File: src/hdl/lfs_pkg.sv
// constants, types and register map of the backlight fault sequencer
// assumes a 25 MHz system clock and a power-on reset
package lfs_pkg;

  localparam int NUM_CH = 4;
  localparam int CLK_HZ = 25_000_000;
  localparam int CYC_PER_MS = CLK_HZ / 1000;
  localparam int CYC_PER_US = CLK_HZ / 1_000_000;

  // times as printed
  localparam int SOFT_START_MS = 65;
  localparam int BOOST_START_MS = 50;
  localparam int RECOVERY_MS = 100;
  localparam int BOOST_OV_MS = 560;
  localparam int EN_LONG_US = 50;

  localparam int TIMER_W = 24;
  localparam logic [TIMER_W-1:0] SOFT_START_CYC = TIMER_W'(SOFT_START_MS * CYC_PER_MS);
  localparam logic [TIMER_W-1:0] BOOST_START_CYC = TIMER_W'(BOOST_START_MS * CYC_PER_MS);
  localparam logic [TIMER_W-1:0] RECOVERY_CYC = TIMER_W'(RECOVERY_MS * CYC_PER_MS);
  localparam logic [TIMER_W-1:0] BOOST_OV_CYC = TIMER_W'(BOOST_OV_MS * CYC_PER_MS);
  localparam int EN_CNT_W = 11;
  localparam logic [EN_CNT_W-1:0] EN_LONG_CYC = EN_CNT_W'(EN_LONG_US * CYC_PER_US);

  // register map
  localparam int ADDR_W = 4;
  localparam logic [ADDR_W-1:0] REG_CTRL = 4'h0;
  localparam logic [ADDR_W-1:0] REG_STATUS = 4'h4;
  localparam logic [ADDR_W-1:0] REG_CAUSE = 4'h8;
  localparam logic [NUM_CH-1:0] CTRL_MASK_RST = 4'hf;
  localparam int ST_STATE_LSB = 0;
  localparam int ST_FAULT_BIT = 3;
  localparam int ST_LEDDIS_LSB = 4;
  localparam int ST_GROUND_LSB = 8;
  localparam int ST_UV_BIT = 12;
  localparam int CAUSE_W = 5;

  typedef enum {
    ST_POWERON, ST_STANDBY, ST_SOFTSTART, ST_BOOSTSTART, ST_NORMAL, ST_RECOVERY
  } lfs_state_t;

  // supply, boost and thermal comparator flags
  typedef struct packed {
    logic inputOvervoltageFault;
    logic inputBelowFalling;
    logic inputAboveRising;
    logic switchNodeOvervoltageFault;
    logic thermalShutdownFault;
    logic boostOutputOvervoltageFault;
  } lfs_flags_t;

  // per-channel comparator flags
  typedef struct packed {
    logic belowLow;
    logic aboveMid;
    logic aboveHigh;
    logic grounded;
  } lfs_chan_t;

  typedef lfs_chan_t [NUM_CH-1:0] lfs_chan_vec_t;

endpackage : lfs_pkg

File: src/hdl/lfs_sequencer.sv
// state machine, timers and fault pin of the backlight driver
// assumes asynchronous comparator and host pins, one 25 MHz clock
//
// What this block does
// - non-LED fault: recovery, boost and sinks off, pin low
// - restart soft start after 100 ms if enabled
// - release fault pin on reaching normal cleanly
// - supply, switch-node, thermal faults watched while running
// - undervoltage fault uses falling/rising hysteresis
// - boost overvoltage declared after 560 ms, normal only
// - thermal fault holds recovery until flag releases
// - open string at max boost disables channel
// - short string with one in window disables channel
// - short enable low pulse releases LED fault pin, channel stays disabled
// - LED faults never cause recovery
// - power-on enters standby above undervoltage rising level
// - enable high in standby starts soft start
// - enable low over 50 us returns standby
// - soft start lasts 65 ms then boost start
// - boost start enables converter, reduced current limit
// - after 50 ms grounded channels excluded, normal
// - sinks conduct only while PWM high
// - LED and boost overvoltage checks only in normal
`timescale 1ns/1ns
module lfs_sequencer #(
  parameter logic [lfs_pkg::TIMER_W-1:0] SOFT_START_CYC = lfs_pkg::SOFT_START_CYC,
  parameter logic [lfs_pkg::TIMER_W-1:0] BOOST_START_CYC = lfs_pkg::BOOST_START_CYC,
  parameter logic [lfs_pkg::TIMER_W-1:0] RECOVERY_CYC = lfs_pkg::RECOVERY_CYC,
  parameter logic [lfs_pkg::TIMER_W-1:0] BOOST_OV_CYC = lfs_pkg::BOOST_OV_CYC
) (
  // clock and reset
  input wire logic clk,
  input wire logic rst_n,
  // host pins
  input wire logic enableIoSupplyPin,
  input wire logic brightnessPwm,
  output logic faultPinOut,
  output logic faultPinOe,
  // analog comparators
  input wire lfs_pkg::lfs_flags_t flagsIn,
  input wire lfs_pkg::lfs_chan_vec_t chanIn,
  input wire logic adaptiveAtMax,
  // power stage controls
  output logic regulatorWake,
  output logic boostEnable,
  output logic reducedCurrentLimit,
  output logic [lfs_pkg::NUM_CH-1:0] sinkChannelOutput,
  output logic [lfs_pkg::NUM_CH-1:0] loopInclude,
  // register port
  input wire logic [lfs_pkg::ADDR_W-1:0] busAddr,
  input wire logic [31:0] busWrData,
  input wire logic busWr,
  input wire logic busRd,
  output logic [31:0] busRdData
);
  import lfs_pkg::*;

  localparam int SYNC_W = $bits(lfs_flags_t) + $bits(lfs_chan_vec_t) + 3;

  function automatic logic [2:0] stateCode(input lfs_state_t s);
    case (s)
      ST_POWERON: stateCode = 3'h0;
      ST_STANDBY: stateCode = 3'h1;
      ST_SOFTSTART: stateCode = 3'h2;
      ST_BOOSTSTART: stateCode = 3'h3;
      ST_NORMAL: stateCode = 3'h4;
      ST_RECOVERY: stateCode = 3'h5;
      default: stateCode = 3'h7;
    endcase
  endfunction : stateCode

  function automatic logic isRunning(input lfs_state_t s);
    isRunning = (s == ST_SOFTSTART) || (s == ST_BOOSTSTART) || (s == ST_NORMAL);
  endfunction : isRunning

  // two-flop synchronisers for every pin and comparator
  logic [SYNC_W-1:0] syncMeta_q;
  logic [SYNC_W-1:0] syncOut_q;
  lfs_flags_t flagS;
  lfs_chan_vec_t chanS;
  logic enS;
  logic pwmS;
  logic adaptS;

  always_ff @(posedge clk or negedge rst_n)
  begin
    if (!rst_n)
    begin
      syncMeta_q <= '0;
      syncOut_q <= '0;
    end
    else
    begin
      syncMeta_q <= {flagsIn, chanIn, enableIoSupplyPin, brightnessPwm, adaptiveAtMax};
      syncOut_q <= syncMeta_q;
    end
  end

  assign {flagS, chanS, enS, pwmS, adaptS} = syncOut_q;

  // state and registers
  lfs_state_t state_q;
  lfs_state_t state_d;
  logic [TIMER_W-1:0] timer_q;
  logic [TIMER_W-1:0] bstOvCnt_q;
  logic [EN_CNT_W-1:0] enLowCnt_q;
  logic enPrev_q;
  logic uvFault_q;
  logic faultLow_q;
  logic [NUM_CH-1:0] grounded_q;
  logic [NUM_CH-1:0] grounded_d;
  logic [NUM_CH-1:0] ledDis_q;
  logic [NUM_CH-1:0] ledDis_d;
  logic [NUM_CH-1:0] ctrlMask_q;
  logic [CAUSE_W-1:0] cause_q;
  logic [NUM_CH-1:0] sink_q;
  logic [NUM_CH-1:0] loop_q;
  logic boost_q;
  logic reduced_q;
  logic wake_q;
  logic [31:0] rdData_q;

  // combinational fault view
  logic [NUM_CH-1:0] activeCh;
  logic [NUM_CH-1:0] activeD;
  logic [NUM_CH-1:0] stringOpenFault;
  logic [NUM_CH-1:0] stringShortFault;
  logic [NUM_CH-1:0] ledNew;
  logic inWindow;
  logic bstOvDeclared;
  logic [CAUSE_W-1:0] causeNow;
  logic nonLedFault;
  logic enLong;
  logic enRise;
  logic timerDone;

  assign activeCh = ctrlMask_q & ~grounded_q & ~ledDis_q;
  assign enLong = (enLowCnt_q == EN_LONG_CYC);
  assign enRise = enS && !enPrev_q;
  assign bstOvDeclared = (bstOvCnt_q >= BOOST_OV_CYC);
  assign causeNow = {bstOvDeclared && (state_q == ST_NORMAL),
                     flagS.thermalShutdownFault, flagS.switchNodeOvervoltageFault,
                     uvFault_q, flagS.inputOvervoltageFault};
  assign nonLedFault = isRunning(state_q) && (|causeNow);

  always_comb
  begin
    inWindow = 1'b0;
    for (int i = 0; i < NUM_CH; i++)
    begin
      inWindow = inWindow | (activeCh[i] & ~chanS[i].belowLow & ~chanS[i].aboveMid);
    end
  end

  // LED checks only in normal and never while a supply fault recovers
  generate
    for (genvar g = 0; g < NUM_CH; g++)
    begin : gLedChk
      assign stringOpenFault[g] = (state_q == ST_NORMAL) && adaptS
                                  && chanS[g].belowLow && activeCh[g];
      assign stringShortFault[g] = (state_q == ST_NORMAL) && inWindow
                                   && chanS[g].aboveHigh && activeCh[g];
    end
  endgenerate

  assign ledNew = (stringOpenFault | stringShortFault) & {NUM_CH{!nonLedFault}};

  // next state
  always_comb
  begin
    state_d = state_q;
    timerDone = 1'b0;
    case (state_q)
      ST_POWERON:
      begin
        if (!uvFault_q && flagS.inputAboveRising)
          state_d = ST_STANDBY;
      end
      ST_STANDBY:
      begin
        if (enS)
          state_d = ST_SOFTSTART;
      end
      ST_SOFTSTART:
      begin
        timerDone = (timer_q >= SOFT_START_CYC - 1'b1);
        if (nonLedFault)
          state_d = ST_RECOVERY;
        else if (enLong)
          state_d = ST_STANDBY;
        else if (timerDone)
          state_d = ST_BOOSTSTART;
      end
      ST_BOOSTSTART:
      begin
        timerDone = (timer_q >= BOOST_START_CYC - 1'b1);
        if (nonLedFault)
          state_d = ST_RECOVERY;
        else if (enLong)
          state_d = ST_STANDBY;
        else if (timerDone)
          state_d = ST_NORMAL;
      end
      ST_NORMAL:
      begin
        if (nonLedFault)
          state_d = ST_RECOVERY;
        else if (enLong)
          state_d = ST_STANDBY;
      end
      ST_RECOVERY:
      begin
        timerDone = (timer_q >= RECOVERY_CYC - 1'b1);
        if (enLong)
          state_d = ST_STANDBY;
        else if (timerDone && enS && !flagS.thermalShutdownFault)
          state_d = ST_SOFTSTART;
      end
      default: state_d = ST_POWERON;
    endcase
  end

  always_ff @(posedge clk or negedge rst_n)
  begin
    if (!rst_n)
      state_q <= ST_POWERON;
    else
      state_q <= state_d;
  end

  // state timer restarts on every state change, entry to recovery included
  always_ff @(posedge clk or negedge rst_n)
  begin
    if (!rst_n)
      timer_q <= '0;
    else if (state_d != state_q)
      timer_q <= '0;
    else if (timer_q != {TIMER_W{1'b1}})
      timer_q <= timer_q + 1'b1;
  end

  // boost overvoltage persistence, counted in normal only
  always_ff @(posedge clk or negedge rst_n)
  begin
    if (!rst_n)
      bstOvCnt_q <= '0;
    else if (state_q != ST_NORMAL || !flagS.boostOutputOvervoltageFault)
      bstOvCnt_q <= '0;
    else if (!bstOvDeclared)
      bstOvCnt_q <= bstOvCnt_q + 1'b1;
  end

  // undervoltage with hysteresis: set below falling, cleared above rising
  always_ff @(posedge clk or negedge rst_n)
  begin
    if (!rst_n)
      uvFault_q <= 1'b1;
    else if (flagS.inputBelowFalling)
      uvFault_q <= 1'b1;
    else if (flagS.inputAboveRising)
      uvFault_q <= 1'b0;
  end

  // enable low time; the host keeps clearing pulses within 2 to 20 us
  always_ff @(posedge clk or negedge rst_n)
  begin
    if (!rst_n)
    begin
      enLowCnt_q <= '0;
      enPrev_q <= 1'b0;
    end
    else
    begin
      enPrev_q <= enS;
      if (enS)
        enLowCnt_q <= '0;
      else if (!enLong)
        enLowCnt_q <= enLowCnt_q + 1'b1;
    end
  end

  // channel exclusion bookkeeping, refreshed at each new start
  always_comb
  begin
    grounded_d = grounded_q;
    ledDis_d = ledDis_q | ledNew;
    if (state_q != ST_SOFTSTART && state_d == ST_SOFTSTART)
    begin
      grounded_d = '0;
      ledDis_d = '0;
    end
    else if (state_q == ST_BOOSTSTART && state_d == ST_NORMAL)
    begin
      for (int i = 0; i < NUM_CH; i++)
        grounded_d[i] = chanS[i].grounded;
    end
  end

  assign activeD = ctrlMask_q & ~grounded_d & ~ledDis_d;

  always_ff @(posedge clk or negedge rst_n)
  begin
    if (!rst_n)
    begin
      grounded_q <= '0;
      ledDis_q <= '0;
    end
    else
    begin
      grounded_q <= grounded_d;
      ledDis_q <= ledDis_d;
    end
  end

  // fault pin: a new fault wins over any release in the same cycle
  always_ff @(posedge clk or negedge rst_n)
  begin
    if (!rst_n)
      faultLow_q <= 1'b0;
    else if (state_d == ST_RECOVERY)
      faultLow_q <= 1'b1;
    else if (|ledNew)
      faultLow_q <= 1'b1;
    else if (state_q != ST_NORMAL && state_d == ST_NORMAL)
      faultLow_q <= 1'b0;
    else if (state_q == ST_NORMAL && enRise)
      faultLow_q <= 1'b0;
    else if (state_d == ST_STANDBY)
      faultLow_q <= 1'b0;
  end

  // power stage outputs follow the next state so they change with it
  always_ff @(posedge clk or negedge rst_n)
  begin
    if (!rst_n)
    begin
      wake_q <= 1'b0;
      boost_q <= 1'b0;
      reduced_q <= 1'b0;
      sink_q <= '0;
      loop_q <= '0;
    end
    else
    begin
      wake_q <= (state_d != ST_POWERON) && (state_d != ST_STANDBY);
      boost_q <= (state_d == ST_BOOSTSTART) || (state_d == ST_NORMAL);
      reduced_q <= (state_d == ST_BOOSTSTART);
      // sinks dark while enable is low, including a short clearing pulse
      sink_q <= (state_d == ST_NORMAL && pwmS && enS) ? activeD : '0;
      loop_q <= (state_d == ST_BOOSTSTART || state_d == ST_NORMAL) ? activeD : '0;
    end
  end

  // register port; cause bits clear by writing ones, a new cause wins
  always_ff @(posedge clk or negedge rst_n)
  begin
    if (!rst_n)
      ctrlMask_q <= CTRL_MASK_RST;
    else if (busWr && busAddr == REG_CTRL)
      ctrlMask_q <= busWrData[NUM_CH-1:0];
  end

  always_ff @(posedge clk or negedge rst_n)
  begin
    if (!rst_n)
      cause_q <= '0;
    else if (busWr && busAddr == REG_CAUSE)
      cause_q <= (cause_q & ~busWrData[CAUSE_W-1:0]) | (causeNow & {CAUSE_W{nonLedFault}});
    else
      cause_q <= cause_q | (causeNow & {CAUSE_W{nonLedFault}});
  end

  always_ff @(posedge clk or negedge rst_n)
  begin
    if (!rst_n)
      rdData_q <= '0;
    else if (busRd)
    begin
      rdData_q <= '0;
      case (busAddr)
        REG_CTRL: rdData_q[NUM_CH-1:0] <= ctrlMask_q;
        REG_STATUS:
        begin
          rdData_q[ST_STATE_LSB +: 3] <= stateCode(state_q);
          rdData_q[ST_FAULT_BIT] <= faultLow_q;
          rdData_q[ST_LEDDIS_LSB +: NUM_CH] <= ledDis_q;
          rdData_q[ST_GROUND_LSB +: NUM_CH] <= grounded_q;
          rdData_q[ST_UV_BIT] <= uvFault_q;
        end
        REG_CAUSE: rdData_q[CAUSE_W-1:0] <= cause_q;
        default: rdData_q <= '0;
      endcase
    end
    else
      rdData_q <= '0;
  end

  assign faultPinOut = 1'b0;
  assign faultPinOe = faultLow_q;
  assign regulatorWake = wake_q;
  assign boostEnable = boost_q;
  assign reducedCurrentLimit = reduced_q;
  assign sinkChannelOutput = sink_q;
  assign loopInclude = loop_q;
  assign busRdData = rdData_q;
endmodule : lfs_sequencer

File: config.mk
export PLATFORM = sky130hd
export DESIGN_NAME = lfs_sequencer
export DESIGN_NICKNAME = d
export VERILOG_FILES = /design/src/hdl/lfs_pkg.sv /design/src/hdl/lfs_sequencer.sv
export SDC_FILE = /design/constraint.sdc
export NUM_CORES = 1
export LEC_CHECK = 0
export BUFFER_PORTS_ARGS = -buffer_cell sky130_fd_sc_hd__buf_4
export CAP_MARGIN = 5
export CELL_PAD_IN_SITES_DETAIL_PLACEMENT = 0
export CELL_PAD_IN_SITES_GLOBAL_PLACEMENT = 1
export CORE_MARGIN = 4
export CORE_UTILIZATION = 45
export DETAILED_ROUTE_END_ITERATION = 7
export PLACE_DENSITY_LB_ADDON = 0.05
export SYNTH_ARGS = -nofsm -noshare
export SYNTH_HDL_FRONTEND = slang
export SYNTH_SLANG_ARGS = --single-unit
File: constraint.sdc
create_clock -name clk -period 3.4 [get_ports clk]
set_clock_uncertainty 0.2 [all_clocks]
set_input_delay 0.51 -clock clk [delete_from_list [all_inputs] [get_ports clk]]
set_output_delay 0.51 -clock clk [all_outputs]
set_load 0.02 [all_outputs]
Yosys cells after proc, flatten, opt, wreduce, memory -nomap -nowiden
Cells that the tools add are included.
{"block": "word_totals", "out_inout_bits": 45, "wordCells": 171, "input_bits": 65, "ff_bits": 204}
{"block": "classes", "add_sub_neg": 3, "n_reduce_logical": 50, "n_lt_le_gt_ge": 4, "bitwise": 35, "eq_ne": 23, "muxes": 37}
{"op": "$mux 32", "count": 12}
{"op": "$eq 32x3->1 const B", "count": 6}
{"op": "$pmux 32 s6", "count": 1}
{"op": "$eq 32x2->1 const B", "count": 3}
{"op": "$eq 32x4->1 const B", "count": 3}
{"op": "$mux 24", "count": 4}
{"op": "$add 24x1->24 const B", "count": 2}
{"op": "$ge 24x21->1 const B", "count": 2}
{"op": "$logic_and 1x1->1", "count": 33}
{"op": "$eq 32x1->1 const B", "count": 1}
{"op": "$logic_not 32->1", "count": 1}
{"op": "$ne 32x2->1 const B", "count": 1}
{"op": "$ne 32x3->1 const B", "count": 1}
{"op": "$ne 32x32->1", "count": 1}
{"op": "$ne 32x4->1 const B", "count": 1}
{"op": "$reduce_bool 32->1", "count": 1}
{"op": "$ge 24x22->1 const B", "count": 1}
{"op": "$ge 24x24->1 const B", "count": 1}
{"op": "$ne 24x24->1 const B", "count": 1}
{"op": "$mux 11", "count": 2}
{"op": "$and 4x4->4", "count": 5}
{"op": "$mux 4", "count": 5}
{"op": "$pmux 3 s6", "count": 1}
{"op": "$not 4->4", "count": 4}
{"op": "other kinds (26)", "count": 59}

Logic depth before layout (Yosys ltp)
Gate-level depths: netlist of run 1.
{"block": "logic_depth", "ltp_word": 18, "mapped_depth": 11, "ltp_nobuf": 10}

Worst setup path before layout of run 1
OpenSTA, ideal clock, no wires.
{"block": "synth_timing", "path_kind": "reg2reg", "start": "reg timer_q[14]", "end": "reg loop_q[1], in the netlist loopInclude[1]", "setup_time_ns": 0.066, "required_time_ns": 3.134, "arrival_time_ns": 2.734, "period_less_slack_ns": 3.000, "slack_ns": 0.400, "path_stages_with_launch": 11, "path_buffers": 2, "cell_sequence": "dfrtp_1 > buf_6 > or4_4 > a2111oi_4 > o2111ai_2 > a211o_1 > a211o_4 > nor3b_4 > buf_6 > a21o_4 > and3_1"}
{"block": "synth_between", "elab_chain_cells": 14, "elab_cells_between_ends": 28, "classes_between": "3 x order compare; 3 x eq/ne; 13 x mux; 4 x bitwise; 5 x reduce/logical"}
{"item": "from (decl)", "line": "lfs_sequencer.sv:104", "rtl": "logic [TIMER_W-1:0] timer_q;"}
{"item": "from (signal assigned)", "line": "lfs_sequencer.sv:239", "rtl": "timer_q <= timer_q + 1'b1;"}
{"item": "$ge 24x22->1", "line": "lfs_sequencer.sv:213", "rtl": "timerDone = (timer_q >= RECOVERY_CYC - 1'b1);"}
{"item": "$logic_and 1x1->1 (2 in a row)", "line": "lfs_sequencer.sv:216", "rtl": "else if (timerDone && enS && !flagS.thermalShutdownFault)"}
{"item": "$mux 32", "line": "lfs_sequencer.sv:216"}
{"item": "$mux 32", "line": "lfs_sequencer.sv:214", "rtl": "if (enLong)"}
{"item": "$pmux 32 s6 *", "line": "lfs_sequencer.sv:173", "rtl": "case (state_q)"}
{"item": "$eq 32x4->1", "line": "lfs_sequencer.sv:292, lfs_sequencer.sv:350"}
{"item": "$logic_and 1x1->1", "line": "lfs_sequencer.sv:292", "rtl": "else if (state_q == ST_BOOSTSTART && state_d == ST_NORMAL)"}
{"item": "$mux 4", "line": "lfs_sequencer.sv:292"}
{"item": "$mux 4", "line": "lfs_sequencer.sv:287", "rtl": "if (state_q != ST_SOFTSTART && state_d == ST_SOFTSTART)"}
{"item": "$not 4->4", "line": "lfs_sequencer.sv:299", "rtl": "assign activeD = ctrlMask_q & ~grounded_d & ~ledDis_d;"}
{"item": "$and 4x4->4 (2 in a row)", "line": "lfs_sequencer.sv:299"}
{"item": "$mux 4 *", "line": "lfs_sequencer.sv:350", "rtl": "loop_q <= (state_d == ST_BOOSTSTART || state_d == ST_NORMAL) ? activeD : '0;"}
{"item": "to (signal assigned)", "line": "lfs_sequencer.sv:350"}
{"item": "to (decl)", "line": "lfs_sequencer.sv:117", "rtl": "logic [NUM_CH-1:0] loop_q;"}
Every way passes the cells marked *; elsewhere a longest branch is shown, timed or not.
A chain may end at the register's enable or synchronous reset.

Final worst setup path of run 1
{"block": "layout_timing", "start": "reg timer_q[10]", "end": "reg sink_q[0], in the netlist sinkChannelOutput[0]"}
{"block": "layout_between", "elab_chain_cells": 14, "elab_cells_between_ends": 28, "classes_between": "3 x order compare; 2 x eq/ne; 13 x mux; 4 x bitwise; 6 x reduce/logical"}
{"item": "$ge 24x22->1", "line": "lfs_sequencer.sv:213"}
{"item": "$logic_and 1x1->1 (2 in a row)", "line": "lfs_sequencer.sv:216"}
{"item": "$mux 32", "line": "lfs_sequencer.sv:216"}
{"item": "$mux 32", "line": "lfs_sequencer.sv:214"}
{"item": "$pmux 32 s6 *", "line": "lfs_sequencer.sv:173"}
{"item": "$eq 32x4->1", "line": "lfs_sequencer.sv:292, lfs_sequencer.sv:349"}
{"item": "$logic_and 1x1->1", "line": "lfs_sequencer.sv:292"}
{"item": "$mux 4", "line": "lfs_sequencer.sv:292"}
{"item": "$mux 4", "line": "lfs_sequencer.sv:287"}
{"item": "$not 4->4", "line": "lfs_sequencer.sv:299"}
{"item": "$and 4x4->4 (2 in a row)", "line": "lfs_sequencer.sv:299"}
{"item": "$mux 4 *", "line": "lfs_sequencer.sv:349", "rtl": "sink_q <= (state_d == ST_NORMAL && pwmS && enS) ? activeD : '0;"}
{"item": "to (signal assigned)", "line": "lfs_sequencer.sv:349"}
{"item": "to (decl)", "line": "lfs_sequencer.sv:116", "rtl": "logic [NUM_CH-1:0] sink_q;"}
Marks and branches as above.

==> flow_metrics.env, run 1 <==
export IMPL_cts_resized=0
export IMPL_dp_hpwl_mm=11.7
export IMPL_endpoint="sinkChannelOutput[0]"
export IMPL_h_tree_depth=4
export IMPL_power_density_mw_per_mm2=489
export IMPL_r2r_start="timer_q[10]"
export IMPL_rsz0062_at_grt="false"
export IMPL_syn_area_per_cell_sq_um=11.3
export IMPL_drc=0
export IMPL_drt_pass1_iterations=4
export IMPL_synth_cell_type_count=71
export IMPL_power_frac_comb=0.044
export IMPL_cts_tree="yes"
export IMPL_yosys_area_top_type="dfrtp_1"
export IMPL_nNetsFinal=901
export IMPL_cp_max_fo=12
export IMPL_p_sw_uw=1150
export IMPL_period_needed_ns=3.17
export IMPL_grt_max_degree=85
export IMPL_synth_top_cell_area_share=0.573
export IMPL_synthToLayoutAreaGrowth_pct=21.4
export IMPL_path_clk_slew_ns=0.08
export IMPL_setup_viol=0
export IMPL_ys_dominant_reg_cell="dfrtp_1"
export IMPL_drive_above_1_share=0.184
export IMPL_grt_pass1_wl_mm=27.7
export IMPL_ios=110
export IMPL_ys_seq_elements=185
export IMPL_finalHoldViolCount=0
export IMPL_grt_overflow_total=0
export IMPL_ff2ff_path_depth=9
export IMPL_status="finished clean"
export IMPL_wirelength_mm=16.3
export IMPL_cp_required_ns=3.57
export IMPL_synth_top_cells_by_count="dfrtp_1 (180), nor2_1 (101), nand2_1 (51)"
export IMPL_fin_ws_ns=0.226
export IMPL_viasPerCell=5.01
export IMPL_fmax_ghz=0.315
export IMPL_intPower_uw=3520
export IMPL_maxSlewViolCount=0
export IMPL_critical_path_startpoint_type="register"
export IMPL_worst_slew_pin_slew_ns=0.821
export IMPL_dieHeight_um=140
export IMPL_grt_pass1_vias=5497
export IMPL_yosysMostFrequentCell="dfrtp_1"
export IMPL_crit_arrival_ns=3.34
export IMPL_gr_usage_met3=0.0430
export IMPL_port_buffers=62
export IMPL_synth_edff_count=0
export IMPL_routedWlPerCell_um=15.2
export IMPL_met2_usage=0.285
export IMPL_track_usage=0.176
export IMPL_die_x_um=140
export IMPL_core_sq_mm=0.0172
export IMPL_antenna_found_initial=0
export IMPL_hold_buffers=26
export IMPL_synth_warning_count=0
export IMPL_end_kind="register"
export IMPL_yosysSeqAreaShare=0.590
export IMPL_post_place_ws_ns=0.258
export IMPL_hold_path_class="input pin to register"
export IMPL_met1_usage=0.234
export IMPL_die_area_sq_mm=0.0196
export IMPL_fin_util=0.554
export IMPL_worst_hold_slack_ns=0.118
export IMPL_clock_path_buffers=2
export IMPL_reg2reg_slack_ns=0.23
export IMPL_insertedDiodeCount=0
export IMPL_slew_headroom=0.451
export IMPL_post_route_period_util=0.934
export IMPL_peakVddDrop_mv=0.409
export IMPL_async_reset_ff_frac=1.00
export IMPL_crit_type="register to register"
export IMPL_post_cts_setup_buffers=0
export IMPL_synthTopCellsByArea="dfrtp_1 (57%), nor2_1 (4.8%), xor2_1 (3.8%)"
export IMPL_r2r_end="sinkChannelOutput[0]"
export IMPL_seqPwrFrac=0.496
export IMPL_clockRootBuffer="clkbuf_16"
export IMPL_insertion_delay_ns=0.44
export IMPL_initial_core_util=0.456
export IMPL_ant_nets=0
export IMPL_startpoint="timer_q[10]"
export IMPL_drv_cap=0
export IMPL_setup_tns_ns=0
export IMPL_rows=48
export IMPL_drt_iter0_drc=245
export IMPL_synth_area_sq_mm=0.00786
export IMPL_cts_sinks=185
export IMPL_busiest_layer="met2"
export IMPL_postSynthCellCount=696
export IMPL_via_count=5360
export IMPL_switching_share=0.246
export IMPL_gp_congestion=0.845
export IMPL_cts_buffers=17
export IMPL_power_leakage_uw=0.00423
export IMPL_power_clock_fraction=0.460
-- sequential cells by signal (all words and copies together) (netlist names), 5 cells and up --
register / flops
timer_q: 24
busRdData: 13
state_q: 32
cause_q: 5
syncOut_q: 25
enLowCnt_q: 11
syncMeta_q: 25
bstOvCnt_q: 24
-- critical path, stage by stage, from the launching register on --
cell	delay, ns
dfrtp_1	0.47
nand4bb_1	0.22
nor4_1	0.39
o21ai_1	0.21
a41o_2	0.36
o41ai_4	0.49
nor3b_4	0.26
buf_4	0.22
a21o_1	0.13
and3_1	0.16
-- power by group through the flow --
stage | sequential [uW] | clock [uW] | combinational (uW)
6_report | 2310 | 2140 | 206
5_1_grt | 2320 | 2300 | 233
4_1_cts | 2320 | 2200 | 209
3_5_place_dp | 2360 | 0 | 184
3_3_place_gp | 2360 | 0 | 181
2_1_floorplan | 2340 | 0 | 98.6
-- logic make-up (layout without fill, tap and decap cells) --
| group | count (synthesis) | after routing | share of synthesized area |
|---|---|---|---|
| flip-flops | 185 | 185 | 0.590 |
| XOR/XNOR | 52 | 52 | 0.0579 |
| multiplexers | 13 | 13 | 0.0174 |
| AO/OA/AOI/OAI | 84 | 84 | 0.0834 |
| other | 1 | 49 | 0.000477 |
| adder cells (fa/ha/maj) | 5 | 5 | 0.00796 |
| buffers and inverters | 59 | 159 | 0.0532 |
| AND/OR/NAND/NOR | 297 | 297 | 0.190 |
-- cells in the final DEF, fill, tap and decap left out, drive strengths merged, types with 3 or more instances in the layout --
master       count
nand3           36
dlygate4sd3     26
a21oi           25
clkbuf          17
and3            15
dfrtp          180
o211ai           4
a211o            3
or3              4
nand2           52
o21ai           11
xnor2           18
mux2i            8
a2111oi          3
a21o             6
nand4           17
a211oi          10
nor4            12
mux2             5
xor2            34
clkinv           5
and2            11
o21bai           3
nor2           102
ha               5
inv             23
nor3            19
or3b             5
nor2b            6
a22o             5
nor4b            3
conb            49
nor3b            3
dfstp            5
buf             86
o41ai            3
-- metrics by stage --
stage | total power [uW] | cell area (sq um) | instances
floorplan | 2440 | 8040 | 744
global placement | 2540 | 8620 | 1011
detailed placement | 2540 | 8620 | 1011
CTS | 4720 | 9540 | 1069
global route | 4860 | 9540 | 1069
finish | 4660 | 9540 | 1069
-- area by class of cell --
| class | instances | area, sq um |
|---|---|---|
| well taps | 225 | 282 |
| inverters | 15 | 56.3 |
| clock inverters | 15 | 234 |
| multi-input cells | 500 | 2990 |
| repair buffers | 112 | 922 |
| clock buffers | 17 | 425 |
| flip-flops and latches | 185 | 4640 |
| fillers | 1491 | 7690 |
-- how the worst min path moves through the flow --
stage | startpoint | endpoint | cells past startpoint
floorplan | rst_n | boostEnable | 0
global route | busWrData[0] | ctrlMask_q[0] | 2
CTS | busWrData[1] | ctrlMask_q[1] | 2
finish | busWrData[1] | ctrlMask_q[1] | 2
global placement | syncMeta_q[3] | syncOut_q[3] | 0
detailed placement | syncMeta_q[21] | syncOut_q[21] | 0
-- layer usage --
layer,vias up,routed length (um)
met5,-,0
met4,0,274
met3,17,668
met2,104,8000
met1,2633,7310
li1,2606,-
No activity file was read; power rests on OpenSTA's default activity.
==> run 2, diff against run 1 <==
Settings changed: ABC_AREA from default to 1, CORE_UTILIZATION 45 to 44, RECOVER_POWER from default to 25.
==> flow_metrics.env, run 2 <==
export IMPL_crit_arrival_ns=2.99
export IMPL_via_count=6469
export IMPL_largestRegisters="state_q: 32 flops, syncMeta_q: 25 flops, syncOut_q: 25 flops"
export IMPL_dpl_instance_area_sq_mm=0.00931
export IMPL_ys_seq_elements=185
export IMPL_antenna_found_initial=0
export IMPL_post_route_period_util=0.832
export IMPL_insertion_delay_ns=0.44
export IMPL_cts_tree="yes"
export IMPL_largest_register_ffs=32
export IMPL_cts_buffers=17
export IMPL_crit_slowest_cell="dfrtp_1"
export IMPL_grt_pass1_vias=6555
export IMPL_power_density_mw_per_mm2=455
export IMPL_track_usage=0.184
export IMPL_clock_path_buffers=2
export IMPL_dp_hpwl_mm=13.8
export IMPL_power_leakage_uw=0.00481
export IMPL_maxSlewViolCount=85
export IMPL_synthTopCellsByArea="dfrtp_1 (53%), nand2_1 (7.4%), inv_1 (4.8%)"
export IMPL_ios=110
export IMPL_rows=50
export IMPL_syn_area_per_cell_sq_um=9.06
export IMPL_synth_warning_count=0
export IMPL_nNetsFinal=1138
export IMPL_drt_pass1_iterations=5
export IMPL_layout_common_cells="dfrtp_1 (180), nand2_1 (166), inv_1 (108)"
export IMPL_layout_commonest_cell="dfrtp_1"
export IMPL_slew_headroom=-0.423
export IMPL_grt_pass1_wl_mm=32.3
export IMPL_drv_cap=1
export IMPL_drive_above_1_share=0.174
export IMPL_wirelength_mm=18.9
export IMPL_yosysMostFrequentCell="dfrtp_1"
export IMPL_busiest_layer="met2"
export IMPL_ant_nets=0
export IMPL_cts_sinks=185
export IMPL_failed_checks="max-capacitance violations, max-slew violations"
export IMPL_setup_viol=0
export IMPL_insertedDiodeCount=0
export IMPL_synth_area_sq_mm=0.00847
export IMPL_crit_path_frequent_cell="nand2_2"
export IMPL_port_buffers=62
export IMPL_drt_iter0_drc=374
export IMPL_fin_area_sq_mm=0.0102
export IMPL_gp_congestion=0.859
export IMPL_core_sq_mm=0.0188
export IMPL_hold_path_class="input pin to register"
export IMPL_initial_core_util=0.450
export IMPL_grt_max_degree=86
export IMPL_peakVddDrop_mv=0.326
export IMPL_crit_type="register to register"
export IMPL_cts_resized=0
export IMPL_synth_cell_type_count=51
export IMPL_routedWlPerCell_um=14.1
export IMPL_gr_usage_met3=0.0364
export IMPL_worst_slew_pin_slew_ns=2.14
export IMPL_regMostFlops="state_q"
export IMPL_met2_usage=0.289
export IMPL_drc=0
export IMPL_ys_dominant_reg_cell="dfrtp_1"
export IMPL_synthToLayoutAreaGrowth_pct=20.5
export IMPL_synth_top_cell_area_share=0.532
export IMPL_fillCellCount=1752
export IMPL_async_reset_ff_frac=1.00
export IMPL_cp_required_ns=3.56
export IMPL_critical_path_startpoint_type="register"
export IMPL_yosysSeqAreaShare=0.547
export IMPL_finalHoldViolCount=0
export IMPL_grt_overflow_total=0
export IMPL_setup_tns_ns=0
export IMPL_h_tree_depth=4
export IMPL_clockRootBuffer="clkbuf_16"
export IMPL_rsz0062_at_grt="false"
export IMPL_die_area_sq_mm=0.0215
export IMPL_post_cts_setup_buffers=0
export IMPL_die_x_um=147
export IMPL_postSynthCellCount=935
export IMPL_synth_edff_count=0
export IMPL_dieHeight_um=147
export IMPL_crit_chain="nand2_1, nor3_2, nand2_2, nor2_8, nand3_1, nand3_1, nand3_2, nand2_2, nand2_4, nand2_4, nand2_2, a21oi_1, nand2_1, nor2_1"
export IMPL_viasPerCell=4.82
export IMPL_period_needed_ns=2.83
export IMPL_end_kind="register"
export IMPL_met1_usage=0.267
export IMPL_yosys_area_top_type="dfrtp_1"
export IMPL_worst_hold_slack_ns=0.0662
export IMPL_status="finished with violations"
export IMPL_synth_top_cells_by_count="dfrtp_1 (180), nand2_1 (166), inv_1 (108)"
export IMPL_crit_path_max_incr_delay_ns=0.66
export IMPL_fmax_ghz=0.353
export IMPL_cp_max_fo=13
export IMPL_path_clk_slew_ns=0.08
## run 2: cell types whose count changed in the layout (fill, tap and decap cells not counted), sizes merged, moves of 15 or more
cell / change
nor3: +25
nand2: +132
clkbuf: +28
buf: -45
and3: -15
inv: +104
a21oi: +16
xnor2: -17
xor2: -28
nor2: +26
o21ai: +37
nand3: +26
## run 2: metal layers
layer	vias up	routed length, um	share of wire
li1	3270	-	-
met2	110	8760	0.46
met1	3075	9310	0.49
met3	14	574	0.030
met4	0	229	0.012
met5	-	0	0
## run 2: logic make-up after synthesis
logic type                 synth area share
and+or+nand+nor                       0.271
buffers and inverters                0.0767
AOI/OAI and AO/OA                    0.0897
adders and majority gates           0.00739
DFF                                   0.547
other                              0.000443
xor gates and xnor gates            0.00724
## run 2: final timing paths
path / startpoint / end / slack [ns] / depth (start not counted)
setup / recovery: state_q[1] / loopInclude[3] / 0.57 / 14
hold reg to reg: syncMeta_q[1] / syncOut_q[1] / 0.15 / 0
setup reg to reg: state_q[1] / loopInclude[3] / 0.57 / 14
min in group asynchronous: rst_n / timer_q[2] / 1.03 / 2
hold / removal: busRd / busRdData[3] / 0.07 / 3
max in group asynchronous: rst_n / uvFault_q / 0.61 / 3
## run 2: final cells by class
cell class	instances	area (sq um)	share of cell area
Sequential cell	185	4640	0.454
Multi-Input combinational cell	649	3360	0.330
Timing Repair Buffer	95	785	0.0769
Inverter	120	450	0.0442
Clock buffer	17	425	0.0417
Tap cell	260	325	0.0319
Clock inverter	15	218	0.0213
## run 2: per-stage QoR
stage / total power [uW] / utilization / std cells / setup WS [ns]
floorplan: 2470 / - / 983 / 1.13
global placement: 2580 / 0.494 / 1283 / 0.561
detailed placement: 2580 / 0.494 / 1283 / 0.554
CTS: 4720 / 0.542 / 1341 / 0.538
global route: 4830 / 0.542 / 1341 / 0.136
finish: 4640 / 0.542 / 1341 / 0.570
## run 2: power by group
part	total, uW	switching [uW]	internal, uW
clock	2090	1000	1090
combinational	235	149	86.2
sequential	2320	36.9	2280
total	4640	1190	3450
## run 2: worst max-delay path, delay by kind of cell (launching register included)
| kind | cells | cell delay, ns |
|---|---|---|
| compound gates | 1 | 0.26 |
| flops | 1 | 0.66 |
| simple gates | 13 | 1.62 |
## run 2: what timing repair did
| action | 4_1_cts | 5_1_grt |
|---|---|---|
| endpoints found under the setup margin | 0 | 0 |
| hold endpoints to repair | 102 | 0 |
| hold buffers | 26 | 0 |
